File: config.mk
export PLATFORM = sky130hd
export DESIGN_NAME = otb_bridge
export DESIGN_NICKNAME = d
export VERILOG_FILES = /design/src/otb_pkg.sv /design/src/otb_rd_if.sv /design/src/otb_bridge.sv /design/src/otb_in_stage.sv
export SDC_FILE = /design/constraint.sdc
export NUM_CORES = 1
export LEC_CHECK = 0
export BUFFER_PORTS_ARGS = -buffer_cell sky130_fd_sc_hd__buf_2
export CORE_UTILIZATION = 44
export DETAILED_ROUTE_END_ITERATION = 8
export PLACE_DENSITY = 0.75
export SYNTH_ARGS = -nofsm -noshare
export SYNTH_HDL_FRONTEND = slang
export SYNTH_SLANG_ARGS = --single-unit
File: constraint.sdc
create_clock -name clock -period 4.34 [get_ports clock]
set_input_delay 0.217 -clock clock [delete_from_list [all_inputs] [get_ports clock]]
set_output_delay 0.217 -clock clock [all_outputs]
set_load 0.02 [all_outputs]
File: src/otb_pkg.sv
// Purpose: Shared constants for the off-chip tristate memory bridge
// Assumes: One clock at 250 MHz; byte addresses throughout
// Notes:   Device count, widths and timing are parameters at the top
package otb_pkg;
    // Clock period in picoseconds, for deriving cycle counts
    localparam int unsigned OTB_CLK_PS     = 4000;
    // Default external timing per transfer, in nanoseconds
    localparam int unsigned OTB_SETUP_NS   = 8;
    localparam int unsigned OTB_WAIT_NS    = 16;
    localparam int unsigned OTB_HOLD_NS    = 8;
    // Least times round up to whole cycles, never below one
    localparam int unsigned OTB_SETUP_CYC  =
        ((OTB_SETUP_NS * 1000 + OTB_CLK_PS - 1) / OTB_CLK_PS) < 1 ? 1 :
        ((OTB_SETUP_NS * 1000 + OTB_CLK_PS - 1) / OTB_CLK_PS);
    localparam int unsigned OTB_WAIT_CYC   =
        ((OTB_WAIT_NS * 1000 + OTB_CLK_PS - 1) / OTB_CLK_PS) < 1 ? 1 :
        ((OTB_WAIT_NS * 1000 + OTB_CLK_PS - 1) / OTB_CLK_PS);
    localparam int unsigned OTB_HOLD_CYC   =
        ((OTB_HOLD_NS * 1000 + OTB_CLK_PS - 1) / OTB_CLK_PS) < 1 ? 1 :
        ((OTB_HOLD_NS * 1000 + OTB_CLK_PS - 1) / OTB_CLK_PS);
    // Width of the phase counter
    localparam int unsigned OTB_CNT_W      = 8;
    // Default pin widths: address stays below 32 bits
    localparam int unsigned OTB_ADDR_W     = 24;
    localparam int unsigned OTB_DATA_W     = 32;
    localparam int unsigned OTB_NDEV       = 2;
    // Default option: incoming pins registered
    localparam bit          OTB_REG_IN     = 1'b1;

    // Transfer phases, Gray coded along setup, wait, hold
    typedef enum logic [2:0] {
        OTB_IDLE  = 3'b000,
        OTB_SETUP = 3'b001,
        OTB_WAIT  = 3'b011,
        OTB_HOLD  = 3'b010,
        OTB_DONE  = 3'b110
    } otb_state_t;
endpackage

File: src/otb_rd_if.sv
// Purpose: Carrier for incoming pin data between bridge modules
// Assumes: Same clock on both ends
// Notes:   Source is the input stage, sink is the sequencer
`timescale 1ns/1ps
`default_nettype none
interface otb_rd_if #(parameter int unsigned DW = 32);
    logic [DW-1:0] pin_data; // Raw data from the pins
    logic [DW-1:0] fab_data; // Data as seen by the fabric
    modport stage (input pin_data, output fab_data);
    modport user  (output pin_data, input fab_data);
endinterface
`default_nettype wire

File: src/otb_bridge.sv
// Purpose: Memory-mapped slave to shared off-chip tristate bus bridge
// Assumes: Devices are decoded by base and size; one access at a time
// Notes:   All pin outputs are flops; data in optionally registered
`timescale 1ns/1ps
`default_nettype none
//
// Behaviour
// - One shared pin set, one device at a time
// - Path for devices with bidirectional data
// - Path for devices sharing address or data
// - Build option registers every incoming pin
// - Unregistered option passes read data straight
// - Every outgoing pin is always registered
// - Each register stage adds one cycle
// - Stages leave setup, wait, hold unchanged
// - Memory-mapped slave port for on-chip masters
// - Tristate master port toward external memories
// - Bridge clock sets external bus cycle time
// - Addresses pass unchanged; each device has base
// - Address bus only as wide as needed
// - Byte address always on external bus
module otb_bridge
    import otb_pkg::*;
#(
    parameter int unsigned AW        = OTB_ADDR_W,
    parameter int unsigned DW        = OTB_DATA_W,
    parameter int unsigned NDEV      = OTB_NDEV,
    parameter bit          REG_IN    = OTB_REG_IN,
    parameter int unsigned SETUP_CYC = OTB_SETUP_CYC,
    parameter int unsigned WAIT_CYC  = OTB_WAIT_CYC,
    parameter int unsigned HOLD_CYC  = OTB_HOLD_CYC,
    parameter logic [NDEV*AW-1:0] DEV_BASE = {24'h80_0000, 24'h00_0000},
    parameter logic [NDEV*AW-1:0] DEV_MASK = {24'h80_0000, 24'h80_0000}
) (
    input  wire logic              clock,
    input  wire logic              sys_rst,
    // On-chip slave side
    input  wire logic [AW-1:0]     s_address,
    input  wire logic              s_read,
    input  wire logic              s_write,
    input  wire logic [DW-1:0]     s_writedata,
    input  wire logic [DW/8-1:0]   s_byteenable,
    output logic      [DW-1:0]     s_readdata,
    output logic                   s_readdatavalid,
    output logic                   s_waitrequest,
    // Off-chip tristate master side
    output logic      [AW-1:0]     t_address,
    output logic      [DW-1:0]     t_data_out,
    output logic                   t_data_oe,
    input  wire logic [DW-1:0]     t_data_in,
    output logic      [NDEV-1:0]   t_select_n,
    output logic                   t_read_n,
    output logic                   t_write_n,
    output logic      [DW/8-1:0]   t_byteenable_n
);
    localparam int unsigned IN_LAT = REG_IN ? 1 : 0;
    // Cycles from the sample point to the read data pulse
    localparam int unsigned LAT_D  = IN_LAT + 1;

    otb_state_t             state;     // Transfer phase
    logic [OTB_CNT_W-1:0]   cnt;       // Cycles left in phase after this one
    logic                   is_read;   // Current transfer is a read
    logic [NDEV-1:0]        hit;       // Address decode result
    logic                   lat_pend;  // Read data still in input stage
    logic                   cap;       // Sample strobe for read data
    logic                   take;      // Request accepted at this edge
    logic                   strobe_on; // Either strobe active at pins
    logic [OTB_CNT_W-1:0]   stb_len;   // Cycles the strobe has stood

    otb_rd_if #(.DW(DW)) rd ();
    assign rd.pin_data = t_data_in;

    otb_in_stage #(.REG_IN(REG_IN), .DW(DW)) u_in (
        .clock   (clock),
        .sys_rst (sys_rst),
        .rd      (rd)
    );

    // Decode each device by its base; bridge itself owns no range
    genvar gi;
    generate
        for (gi = 0; gi < NDEV; gi++) begin : g_dec
            assign hit[gi] = ((s_address & DEV_MASK[gi*AW +: AW]) ==
                              DEV_BASE[gi*AW +: AW]);
        end
    endgenerate

    // Accept only while waitrequest is high: in the one cycle it is low
    // the finished request still stands and must not start again
    assign take = (state == OTB_IDLE) && s_waitrequest
                  && (s_read || s_write);

    // Phase sequencer; one transfer at a time on the shared pins
    always_ff @(posedge clock or posedge sys_rst) begin
        if (sys_rst) begin
            state <= OTB_IDLE;
            cnt   <= '0;
        end else begin
            case (state)
                OTB_IDLE: begin
                    // New request only taken while bus is free
                    if (take) begin
                        state <= OTB_SETUP;
                        cnt   <= OTB_CNT_W'(SETUP_CYC - 1);
                    end
                end
                OTB_SETUP: begin
                    // Phase lengths count bridge clocks only
                    if (cnt == '0) begin
                        state <= OTB_WAIT;
                        cnt   <= OTB_CNT_W'(WAIT_CYC - 1);
                    end else begin
                        cnt <= cnt - 1'b1;
                    end
                end
                OTB_WAIT: begin
                    if (cnt == '0) begin
                        state <= OTB_HOLD;
                        cnt   <= OTB_CNT_W'(HOLD_CYC - 1);
                    end else begin
                        cnt <= cnt - 1'b1;
                    end
                end
                OTB_HOLD: begin
                    if (cnt == '0) begin
                        state <= OTB_DONE;
                    end else begin
                        cnt <= cnt - 1'b1;
                    end
                end
                OTB_DONE: begin
                    // Wait for read data to clear the input stage
                    if (!lat_pend) begin
                        state <= OTB_IDLE;
                    end
                end
                default: begin
                    state <= OTB_IDLE;
                end
            endcase
        end
    end

    // Remember transfer kind at acceptance
    always_ff @(posedge clock or posedge sys_rst) begin
        if (sys_rst) begin
            is_read <= 1'b0;
        end else if (take) begin
            is_read <= s_read;
        end
    end

    // Registered pin outputs; flop delay is shared by all pins so
    // the relative setup, wait and hold seen by the memory is kept
    always_ff @(posedge clock or posedge sys_rst) begin
        if (sys_rst) begin
            t_address      <= '0;
            t_data_out     <= '0;
            t_data_oe      <= 1'b0;
            t_select_n     <= '1;
            t_read_n       <= 1'b1;
            t_write_n      <= 1'b1;
            t_byteenable_n <= '1;
        end else if (take) begin
            // Width AW is set by the largest memory attached
            t_address      <= s_address;
            t_data_out     <= s_writedata;
            t_data_oe      <= s_write && !s_read;
            t_select_n     <= ~hit;
            t_byteenable_n <= ~s_byteenable;
        end else if (state == OTB_SETUP && cnt == '0) begin
            t_read_n  <= ~is_read;
            t_write_n <= is_read;
        end else if (state == OTB_WAIT && cnt == '0) begin
            t_read_n  <= 1'b1;
            t_write_n <= 1'b1;
        end else if (state == OTB_HOLD && cnt == '0) begin
            t_data_oe      <= 1'b0;
            t_select_n     <= '1;
            t_byteenable_n <= '1;
        end
    end

    // Sample point: last wait cycle, strobe still active at pins
    assign cap = (state == OTB_WAIT) && (cnt == '0) && is_read;

    // Track the input stage latency for reads
    always_ff @(posedge clock or posedge sys_rst) begin
        if (sys_rst) begin
            lat_pend <= 1'b0;
        end else begin
            lat_pend <= cap && (IN_LAT != 0);
        end
    end

    // Read data back to the fabric, one cycle later if registered
    always_ff @(posedge clock or posedge sys_rst) begin
        if (sys_rst) begin
            s_readdata      <= '0;
            s_readdatavalid <= 1'b0;
        end else begin
            s_readdatavalid <= (IN_LAT != 0) ? lat_pend : cap;
            if ((IN_LAT != 0) ? lat_pend : cap) begin
                s_readdata <= rd.fab_data;
            end
        end
    end

    // Master held until the transfer is fully done
    always_ff @(posedge clock or posedge sys_rst) begin
        if (sys_rst) begin
            s_waitrequest <= 1'b1;
        end else begin
            s_waitrequest <= !(state == OTB_DONE && !lat_pend);
        end
    end

    // Strobe length, kept only for the wait-phase check below
    assign strobe_on = !t_read_n || !t_write_n;
    always_ff @(posedge clock or posedge sys_rst) begin
        if (sys_rst) begin
            stb_len <= '0;
        end else if (strobe_on) begin
            stb_len <= stb_len + 1'b1; // Wait phase is far below 256
        end else begin
            stb_len <= '0;
        end
    end
endmodule
`default_nettype wire

File: src/otb_in_stage.sv
// Purpose: Optional register stage on data coming in from memories
// Assumes: Pins already meet the clock, timed as a memory interface
// Notes:   Registered setting adds exactly one cycle of latency
`timescale 1ns/1ps
`default_nettype none
module otb_in_stage #(
    parameter bit          REG_IN = 1'b1,
    parameter int unsigned DW     = 32
) (
    input  wire logic clock,
    input  wire logic sys_rst,
    otb_rd_if.stage   rd
);
    generate
        if (REG_IN) begin : g_reg
            logic [DW-1:0] held; // One register per incoming pin
            // Register every incoming data pin
            always_ff @(posedge clock or posedge sys_rst) begin
                if (sys_rst) begin
                    held <= '0;
                end else begin
                    held <= rd.pin_data;
                end
            end
            assign rd.fab_data = held;
        end else begin : g_thru
            // Straight path, no register stage
            assign rd.fab_data = rd.pin_data;
        end
    endgenerate
endmodule
`default_nettype wire

==> summary.txt, run 1 <==
Setup path
  – Crit Path Class: flop to flop
  – CP Max Fanout: 59
  – CP startpoint kind: flop
  – Crit path capture type: flop
  – WP data required: 4.67 ns
  – Reg2Reg Setup Slack: 1.91 ns
  – CP Data Arrival Time: 2.76 ns
  – Worst-case reg-to-reg path depth: 4

Drt
  – Initial drt markers: 308
  – Number of vias per cell: 4.86
  – Total wire length: 13400 um
  – Drt drc: 40
  – Vias: 4229
  – Antenna-violating nets left: 0
  – Drt pass-1 iters: 7
  – Drt wl/cell: 15.4 um

Global route
  – Grt ovf: 0
  – GRT met3 Usage: 8.55%
  – Met1 Usage GRT: 25.9%
  – Largest net degree at the start of global routing: 105
  – Initial antenna violation count: 1
  – Vias in the first global route: 4486
  – Gr usage total: 23.1%
  – Global route hottest layer: met2
  – Met2 Use GR: 39.1%
  – First-pass GRT wire length: 21900 um

Synthesis
  – Count of cell types in the netlist: 38
  – Yosys reg bits: 144
  – Synth Instances: 443
  – Async S/R FF share, synth: 100%
  – Sequential share of the synthesized area: 68.7%
  – Cell Area, Synth: 5270 um2
  – Post-synth top flop: dfrtp_1
  – Post-synth net total: 541
  – Mean area per synthesized cell: 11.9 um2
  – Post-synth EDFFs: 0
  – Synth Warn #: 0

Outcome
  – Status: finished, violations left
  – Violations in the final reports: design-rule violations, negative hold slack

STA
  – Maximum clock frequency: 0.412 GHz
  – Final Hold Violating Endpoints: 1
  – # setup viols final: 0
  – Worst rel slew slack: 25.5%
  – Setup TNS: 0 ns
  – Clk_skew: 0.00466 ns
  – RSZ-0062 raised after global routing: false
  – Tightest Pin Transition: 1.11 ns
  – Tmin final: 2.43 ns
  – Final Max Slew Viols: 0
  – Period utilisation layout: 55.9%
  – Final WS setup: 1.91 ns
  – Hold_ws: -0.000134 ns

Cells and area
  – FILL cells: 814
  – Area Overhead vs Synth: 46.9%
  – Final core occ: 67.2%
  – Most frequent cells in the layout: 194 x buf_2, 178 x nand2_1, 135 x dfrtp_1
  – Nets@finish: 812
  – Most common cell after layout, fill and taps aside: buf_2
  – Share of layout cells above drive strength 1: 38.4%

Clock network
  – Num CTS Buffers: 17
  – H-tree depth: 4
  – CTS max path bufs: 2
  – CTS root buf: clkbuf_16
  – Clock latency on the worst-skew pair: 0.41 ns
  – Post-CTS sizing: 0
  – Clock sinks: 144
  – Clk pin slew, worst setup/hold paths: 0.06 ns
  – CTS tree: built

Pwr
  – Total power: 5.65 mW
  – PD cells: 731 nW/um2
  – Peak VDD IR: 439 uV
  – P_leak: 4.09 nW

Die
  – Die Y: 111 um
  – Core area: 11500 um2
  – Die width: 111 um
  – Die area: 12400 um2
  – Cell Rows: 39
  – Io pins: 195
  – Starting Density: 45.7%

Placed design
  – Hpwl dp: 7970 um
  – Port Buffers: 194
  – Post-placement setup slack: 1.92 ns
  – GPL Wtd Cong: 0.798

Worst hold path
  – Hold Crit Class: input port to asynchronous set/reset pin

Job
  – Max_cap viols: 0
-- stage by stage --
| stage | cells | instance area [um2] |
|---|---|---|
| 3_5_place_dp | 763 | 6330 |
| 5_1_grt | 871 | 7730 |
| 4_1_cts | 870 | 7730 |
| 2_1_floorplan | 443 | 5270 |
| 6_report | 871 | 7730 |
| 3_3_place_gp | 763 | 6330 |
-- cells in the mapped netlist (4+ instances only) --
library cell | count | share of area [%]
a2bb2oi_1 | 4 | 0.67
inv_1 | 10 | 0.71
buf_2 | 8 | 0.76
mux2_2 | 33 | 7.1
dfrtp_1 | 135 | 64
dfstp_2 | 9 | 4.5
nand3_1 | 4 | 0.38
nand2_1 | 179 | 13
clkbuf_1 | 8 | 0.57
nor2_1 | 5 | 0.36
a221oi_1 | 4 | 0.67
-- what timing repair did --
| item | 4_1_cts | 5_1_grt |
|---|---|---|
| setup buffers | 0 | 0 |
| hold endpoints to repair | 75 | 0 |
| hold buffers | 75 | 0 |
-- where the power goes --
part           leakage [nW]  internal (mW)  total [mW]  switching (mW)
clock network         0.313           1.01        1.57           0.561
registers              1.78           1.85        2.14           0.289
logic                  2.00          0.731        1.94            1.21
total                  4.09           3.59        5.65            2.06
-- critical path, stage by stage (launching register included) --
cell and delay (ns):
dfrtp_1 0.56, nor4b_2 0.45, nand2_2 0.71, o31ai_4 0.37
a2bb2oi_1 0.21
-- metal layers --
layer / vias up / wire, um
li1: 1979 / -
met5: - / 0
met1: 2019 / 5230
met4: 0 / 338
met3: 29 / 1220
met2: 202 / 6600
-- path summary, 6_finish.rpt --
path                                  from           endpoint
min                                sys_rst      t_address[11]
max reg2reg                       state[2]  t_byteenable_n[3]
max in group asynchronous          sys_rst           t_read_n
min reg2reg                  t_address[16]      t_address[16]
max                               state[2]  t_byteenable_n[3]
min in group clock         s_writedata[10]     t_data_out[10]
-- registers in the layout, summed over array words and instances (netlist names), 2 cells and up --
signal,cells
state,3
t_address,24
t_data_out,32
cnt,8
t_select_n,2
s_readdata,32
u_in.rd.fab_data,32
t_byteenable_n,4
-- cell type report --
type / instances / area, um2 / share of cell area, %
Inverter: 10 / 42.5 / 0.550
Antenna cell: 1 / 2.50 / 0.0324
Sequential cell: 144 / 3610 / 46.7
Timing Repair Buffer: 271 / 1740 / 22.5
Multi-Input combinational cell: 270 / 1510 / 19.6
Tap cell: 143 / 179 / 2.31
Clock inverter: 12 / 180 / 2.33
Clock buffer: 20 / 467 / 6.03
-- cell families after synthesis --
group	after synthesis	share of synthesized area, %
flip-flops	144	68.7
AO/OA/AOI/OAI	31	4.87
buffers and inverters	29	2.69
AND/OR/NAND/NOR	201	15.7
multiplexers	36	7.63
adder cells (fa/ha/maj)	2	0.475
Note: power is estimated with default switching activity, not from simulation.
==> inputs of run 2 (changes only) <==
clock period = 2.05 ns   (was 4.34 ns; I/O delays follow)
==> run 2 against run 1 <==
  * Final cell count up 2.8%
  * Largest power group unchanged
  * Sequential share of layout area down 1.2 points
  * The flow finishes with violations (design-rule violations)
  * Combinational power up 120%
  * Critical endpoint is now t_byteenable_n[0]
==> summary.txt, run 2 (synthesized netlist as in run 1, its figures left out) <==
Global route
  – Vias in the first global route: 4513 (was 4486)
  – Met2 Use GR: 39.1% (unchanged)
  – First-pass GRT wire length: 22300 um (was 21900 um)
  – GRT met3 Usage: 8.22% (was 8.55%)
  – Global route hottest layer: met2 (unchanged)
  – Grt ovf: 0 (unchanged)
  – Initial antenna violation count: 0 (was 1)
  – Met1 Usage GRT: 27.1% (was 25.9%)
  – Largest net degree at the start of global routing: 90 (was 105)
  – Gr usage total: 23.3% (was 23.1%)

Die
  – Die Y: 111 um (unchanged)
  – Core area: 11500 um2 (unchanged)
  – Starting Density: 45.7% (unchanged)
  – Io pins: 195 (unchanged)
  – Cell Rows: 39 (unchanged)
  – Die width: 111 um (unchanged)
  – Die area: 12400 um2 (unchanged)

STA
  – Maximum clock frequency: 0.527 GHz (was 0.412 GHz)
  – Final Hold Violating Endpoints: 0 (was 1)
  – Tmin final: 1.90 ns (was 2.43 ns)
  – Clk_skew: 0.0145 ns (was 0.00466 ns)
  – Tightest Pin Transition: 0.625 ns (was 1.11 ns)
  – Setup TNS: 0 ns (unchanged)
  – RSZ-0062 raised after global routing: false (unchanged)
  – Period utilisation layout: 92.6% (was 55.9%)
  – Worst rel slew slack: 58.0% (was 25.5%)
  – Final Max Slew Viols: 0 (unchanged)
  – # setup viols final: 0 (unchanged)

Clock network
  – CTS root buf: clkbuf_16 (unchanged)
  – H-tree depth: 4 (unchanged)
  – Clock latency on the worst-skew pair: 0.41 ns (about the same)
  – Clock sinks: 144 (unchanged)
  – Num CTS Buffers: 17 (unchanged)
  – Clk pin slew, worst setup/hold paths: 0.06 ns (about the same)
  – Post-CTS sizing: 0 (unchanged)
  – CTS max path bufs: 2 (unchanged)
  – CTS tree: built (unchanged)

Setup path
  – Buf/Inv on CP: 2 (was 0)
  – CP Data Arrival Time: 2.22 ns (was 2.76 ns)
  – CP startpoint kind: flop (unchanged)
  – CP endpoint: t_byteenable_n[0] (was t_byteenable_n[3])
  – Worst r2r src: cnt[0] (was state[2])
  – WP data required: 2.37 ns (was 4.67 ns)
  – CP Max Fanout: 7 (was 59)
  – Reg2Reg Setup Slack: 0.15 ns (was 1.91 ns)
  – CP Launch Point: cnt[0] (was state[2])
  – Delay-heaviest family, CP: simple AND/OR/NAND/NOR gates (unchanged)
  – Crit path max-delay cell type: dfrtp_1 (was nand2_2)
  – RR Endpoint: t_byteenable_n[0] (was t_byteenable_n[3])
  – Crit. path cell count: 7 (was 4)
  – Crit path cell chain: inv_1, ha_1, nor3b_2, nand2_1, o31ai_4, buf_4, a2bb2oi_1 (was nor4b_2, nand2_2, o31ai_4, a2bb2oi_1)
  – Worst-case reg-to-reg path depth: 7 (was 4)
  – Crit Path Class: flop to flop (unchanged)
  – Crit path capture type: flop (unchanged)
  – Slowest stage delay, CP: 0.38 ns (was 0.71 ns)

Cells and area
  – FILL cells: 771 (was 814)
  – Nets@finish: 838 (was 812)
  – Most frequent cells in the layout: 194 x buf_2, 178 x nand2_1, 135 x dfrtp_1 (unchanged)
  – Final core occ: 68.9% (was 67.2%)
  – Area Overhead vs Synth: 50.8% (was 46.9%)
  – Most common cell after layout, fill and taps aside: buf_2 (unchanged)
  – Ant. Diodes: 0 (was 1)
  – Share of layout cells above drive strength 1: 37.5% (was 38.4%)

Pwr
  – Total power: 11.7 mW (was 5.65 mW)
  – Comb power frac: 35.9% (was 34.4%)
  – P_leak: 4.18 nW (was 4.09 nW)
  – Net Sw Frac: 37.0% (was 36.5%)
  – PD cells: 1470 nW/um2 (was 731 nW/um2)
  – Internal power: 7.36 mW (was 3.59 mW)
  – Peak VDD IR: 932 uV (was 439 uV)
  – Clk pwr share: 25.3% (was 27.8%)
  – Flop pwr share: 38.8% (was 37.8%)
  – Psw: 4.32 mW (was 2.06 mW)

Drt
  – Drt pass-1 iters: 7 (unchanged)
  – Drt drc: 38 (was 40)
  – Vias: 4357 (was 4229)
  – Antenna-violating nets left: 0 (unchanged)
  – Number of vias per cell: 4.87 (was 4.86)
  – Drt wl/cell: 15.4 um (about the same)
  – Total wire length: 13800 um (was 13400 um)
  – Initial drt markers: 462 (was 308)

Outcome
  – Violations in the final reports: design-rule violations (was design-rule violations, negative hold slack)
  – Status: finished, violations left (unchanged)

Placed design
  – GPL Wtd Cong: 0.795 (was 0.798)
  – Hpwl dp: 7870 um (was 7970 um)
  – Port Buffers: 194 (unchanged)

Worst hold path
  – Hold Crit Class: input port to flop (was input port to asynchronous set/reset pin)

Job
  – Max_cap viols: 0 (unchanged)
[run 2: cell types whose count changed in the layout (fill, tap and decap cells not counted), moves of 2 or more]
| cell | delta |
|---|---|
| buf_4 | +3 |
| bufinv_16 | -2 |
| inv_6 | -3 |
| clkinv_2 | +2 |
| dlygate4sd3_1 | +20 |
| buf_12 | +3 |
| clkbuf_1 | +2 |
[run 2: worst min path at each step]
| stage | start | to | slack [ns] | depth (start not counted) |
|---|---|---|---|---|
| 2_1_floorplan | t_data_in[0] | u_in.rd.fab_data[0] | 0.13 | 0 |
| 3_3_place_gp | t_data_in[9] | u_in.rd.fab_data[9] | 0.21 | 1 |
| 3_5_place_dp | t_data_in[26] | u_in.rd.fab_data[26] | 0.21 | 1 |
| 4_1_cts | t_data_in[9] | u_in.rd.fab_data[9] | 0.31 | 2 |
| 5_1_grt | t_data_in[10] | u_in.rd.fab_data[10] | 0.32 | 2 |
| 6_report | t_data_in[12] | u_in.rd.fab_data[12] | 0.32 | 2 |
[run 2: worst register-to-register path, stage by stage, from the launching register on]
cell	delay, ns
dfrtp_1	0.38
inv_1	0.12
ha_1	0.15
nor3b_2	0.36
nand2_1	0.20
o31ai_4	0.24
buf_4	0.19
a2bb2oi_1	0.18
[run 2: cell type report]
type	count	area [um2]	share of cell area, %
clock buffers	21	460	5.80
clock inverters	10	113	1.42
inverters	10	41.3	0.520
multi-input cells	270	1510	19.1
flip-flops and latches	144	3610	45.5
well taps	143	179	2.25
repair buffers	297	2020	25.4
[run 2: power groups by stage]
| stage | registers, mW | clock network, mW | logic, mW |
|---|---|---|---|
| 5_1_grt | 4.66 | 3.15 | 4.52 |
| 6_report | 4.53 | 2.96 | 4.19 |
| 3_5_place_dp | 4.53 | 0 | 3.99 |
| 3_3_place_gp | 4.48 | 0 | 3.89 |
| 2_1_floorplan | 5.57 | 0 | 1.53 |
| 4_1_cts | 4.50 | 3.04 | 4.14 |
[run 2: metrics by stage]
step	area [um2]	hold slack, ns	setup slack, ns	cells
after floorplan	5270	0.134	0.150	443
after global placement	6410	0.210	0.243	768
after detailed placement	6410	0.212	0.162	768
after CTS	7930	0.307	0.150	894
after global routing	7940	0.317	0.00398	895
final	7940	0.325	0.152	895
[run 2: layer usage]
layer  vias up  wire, um
met5         -         0
met4         0       304
met1      2105      5550
met2       194      6800
met3        25      1110
li1       2033         -
[run 2: timing repair]
item                                    CTS  global route
endpoints found under the setup margin    0             2
hold buffers                             95             0
endpoints found under the hold margin   231             0
buffers inserted                          0             1
==> inputs of run 3 (changes only) <==
CORE_MARGIN = 2   (was default)
GPL_TIMING_DRIVEN = 0   (was default)
==> run 3 against run 2 <==
  * Clock power increased by 9.8%
  * Critical path depth decreased by 2
  * Combinational power increased by 4%
  * Final area increased by 2.0%
  * Global-route usage increased by 1.1 points
  * Register-to-register slack about the same
  * Wire length increased by 9.2%
  * Clock skew decreased by 0.0093 ns
  * The run now ends clean
  * Worst setup slack improved by 0.0068 ns
==> summary.txt, run 3 (synthesized netlist as in run 1, its figures left out) <==
STA
  – Tightest Pin Transition: 0.616 ns (was 0.625 ns)
  – RSZ-0062 raised after global routing: false (unchanged)
  – Tmin final: 1.89 ns (was 1.90 ns)
  – Period utilisation layout: 92.3% (was 92.6%)
  – Hold_ws: 0.307 ns (was 0.325 ns)
  – Worst rel slew slack: 58.8% (was 58.0%)
  – # setup viols final: 0 (unchanged)
  – Maximum clock frequency: 0.529 GHz (was 0.527 GHz)
  – Final Max Slew Viols: 0 (unchanged)
  – Final Hold Violating Endpoints: 0 (unchanged)
  – Clk_skew: 0.00528 ns (was 0.0145 ns)

Setup path
  – Crit path max-delay cell type: nor4_4 (was dfrtp_1)
  – Crit path capture type: flop (unchanged)
  – WP data required: 2.38 ns (was 2.37 ns)
  – Slowest stage delay, CP: 0.51 ns (was 0.38 ns)
  – Crit path cell chain: nor4_4, nand2_1, o31ai_4, buf_12, a2bb2oi_1 (was inv_1, ha_1, nor3b_2, nand2_1, o31ai_4, buf_4, a2bb2oi_1)
  – CP Data Arrival Time: 2.22 ns (about the same)
  – RR Endpoint: t_byteenable_n[1] (was t_byteenable_n[0])
  – Buf/Inv on CP: 1 (was 2)
  – Delay-heaviest family, CP: simple AND/OR/NAND/NOR gates (unchanged)
  – CP Max Fanout: 8 (was 7)
  – Worst-case reg-to-reg path depth: 5 (was 7)
  – CP startpoint kind: flop (unchanged)
  – Reg2Reg Setup Slack: 0.16 ns (was 0.15 ns)
  – Worst r2r src: cnt[3] (was cnt[0])
  – Crit Path Class: flop to flop (unchanged)

Clock network
  – CTS tree: built (unchanged)
  – Clock latency on the worst-skew pair: 0.41 ns (about the same)
  – Num CTS Buffers: 17 (unchanged)
  – CTS max path bufs: 2 (unchanged)
  – CTS root buf: clkbuf_16 (unchanged)
  – Clock sinks: 144 (unchanged)
  – Clk pin slew, worst setup/hold paths: 0.06 ns (about the same)
  – H-tree depth: 4 (unchanged)

Drt
  – Number of vias per cell: 4.96 (was 4.87)
  – Drt wl/cell: 16.5 um (was 15.4 um)
  – Vias: 4518 (was 4357)
  – Antenna-violating nets left: 0 (unchanged)
  – Initial drt markers: 360 (was 462)
  – Drt drc: 0 (was 38)
  – Total wire length: 15000 um (was 13800 um)
  – Drt pass-1 iters: 4 (was 7)

Placed design
  – Port Buffers: 194 (unchanged)
  – Hpwl dp: 9000 um (was 7870 um)
  – GPL Wtd Cong: 0.828 (was 0.795)

Pwr
  – Total power: 12.1 mW (was 11.7 mW)
  – P_leak: 4.26 nW (was 4.18 nW)
  – PD cells: 1500 nW/um2 (was 1470 nW/um2)
  – Peak VDD IR: 1100 uV (was 932 uV)

Cells and area
  – Area Overhead vs Synth: 53.8% (was 50.8%)
  – Ant. Diodes: 0 (unchanged)
  – Most frequent cells in the layout: 202 x buf_2, 178 x nand2_1, 135 x dfrtp_1 (was 194 x buf_2, 178 x nand2_1, 135 x dfrtp_1)
  – Share of layout cells above drive strength 1: 37.7% (was 37.5%)
  – FILL cells: 769 (was 771)
  – Nets@finish: 853 (was 838)
  – Most common cell after layout, fill and taps aside: buf_2 (unchanged)

Die
  – Cell Rows: 39 (unchanged)
  – Io pins: 195 (unchanged)
  – Starting Density: 45.5% (was 45.7%)
  – Die Y: 113 um (was 111 um)
  – Die width: 113 um (was 111 um)
  – Core area: 11600 um2 (was 11500 um2)
  – Die area: 12900 um2 (was 12400 um2)

Global route
  – First-pass GRT wire length: 24000 um (was 22300 um)
  – Largest net degree at the start of global routing: 47 (was 90)
  – Vias in the first global route: 4870 (was 4513)
  – Grt ovf: 0 (unchanged)
  – Initial antenna violation count: 0 (unchanged)
  – Gr usage total: 24.4% (was 23.3%)

Worst hold path
  – Hold Crit Class: input port to asynchronous set/reset pin (was input port to flop)

Outcome
  – Status: completed (was finished, violations left)

Job
  – Max_cap viols: 0 (unchanged)
run 3: cell types whose count changed in the layout (fill, tap and decap cells not counted), moves of 2 or more:
cell / before / now
buf_2: 194 / 202
buf_4: 5 / 0
buf_6: 0 / 3
bufinv_16: 2 / 4
clkbuf_1: 2 / 9
run 3: repair_timing:
item / in CTS / in global routing
endpoints found under the hold margin: 117 / 0
setup endpoints to repair: 0 / 11
buffers inserted: 0 / 1
gates resized for setup: 0 / 3
hold buffers: 95 / 0
run 3: worst register-to-register path, cell delays in order, from the launching register on:
cell and delay [ns]:
dfrtp_1 0.43, nor4_4 0.51, nand2_1 0.22, o31ai_4 0.30, buf_12 0.16, a2bb2oi_1 0.19
run 3: worst max path at each step:
| stage | to | slack (ns) | start | depth (start not counted) |
|---|---|---|---|---|
| after global placement | s_readdata[18] | -0.59 | sys_rst | 2 |
| after CTS | t_byteenable_n[1] | 0.09 | cnt[0] | 6 |
| after detailed placement | t_byteenable_n[1] | 0.10 | cnt[0] | 6 |
| final | t_byteenable_n[1] | 0.16 | cnt[3] | 5 |
| after global routing | t_byteenable_n[2] | 0.04 | cnt[0] | 7 |
| after floorplan | cnt[0] | 0.15 | sys_rst | 1 |
run 3: stage by stage:
| stage | instances | worst slack (ns) | TNS [ns] | cell area (um2) | util (%) |
|---|---|---|---|---|---|
| floorplan | 443 | 0.150 | 0 | 5270 | - |
| global placement | 780 | -0.588 | -78.22 | 6420 | 55.5 |
| detailed placement | 783 | 0.102 | 0 | 6480 | 56.0 |
| CTS | 909 | 0.0891 | 0 | 8060 | 69.7 |
| global route | 910 | 0.0441 | 0 | 8100 | 70.0 |
| finish | 910 | 0.158 | 0 | 8100 | 70.0 |
run 3: metal layers:
metal	vias up	part of all wire, %	global-route usage, %
li1	2067	-	-
met1	2170	38	26.5
met2	238	50	42.4
met3	43	8.6	8.61
met4	0	3.3	12.3
met5	-	0	0
run 3: final cells by class:
class	count	area, um2	area share, %
multi-input combinational	270	1530	18.9
buffer	19	104	1.28
timing repair buffer	293	2000	24.7
inverter	10	41.3	0.510
tap	143	179	2.21
clock inverter	10	159	1.96
sequential	144	3610	44.6
clock buffer	21	470	5.81
run 3: power by group:
part | leakage [nW] | switching, mW | internal, mW
sequential | 1.78 | 0.630 | 3.91
clock | 0.305 | 1.13 | 2.12
combinational | 2.18 | 2.69 | 1.66
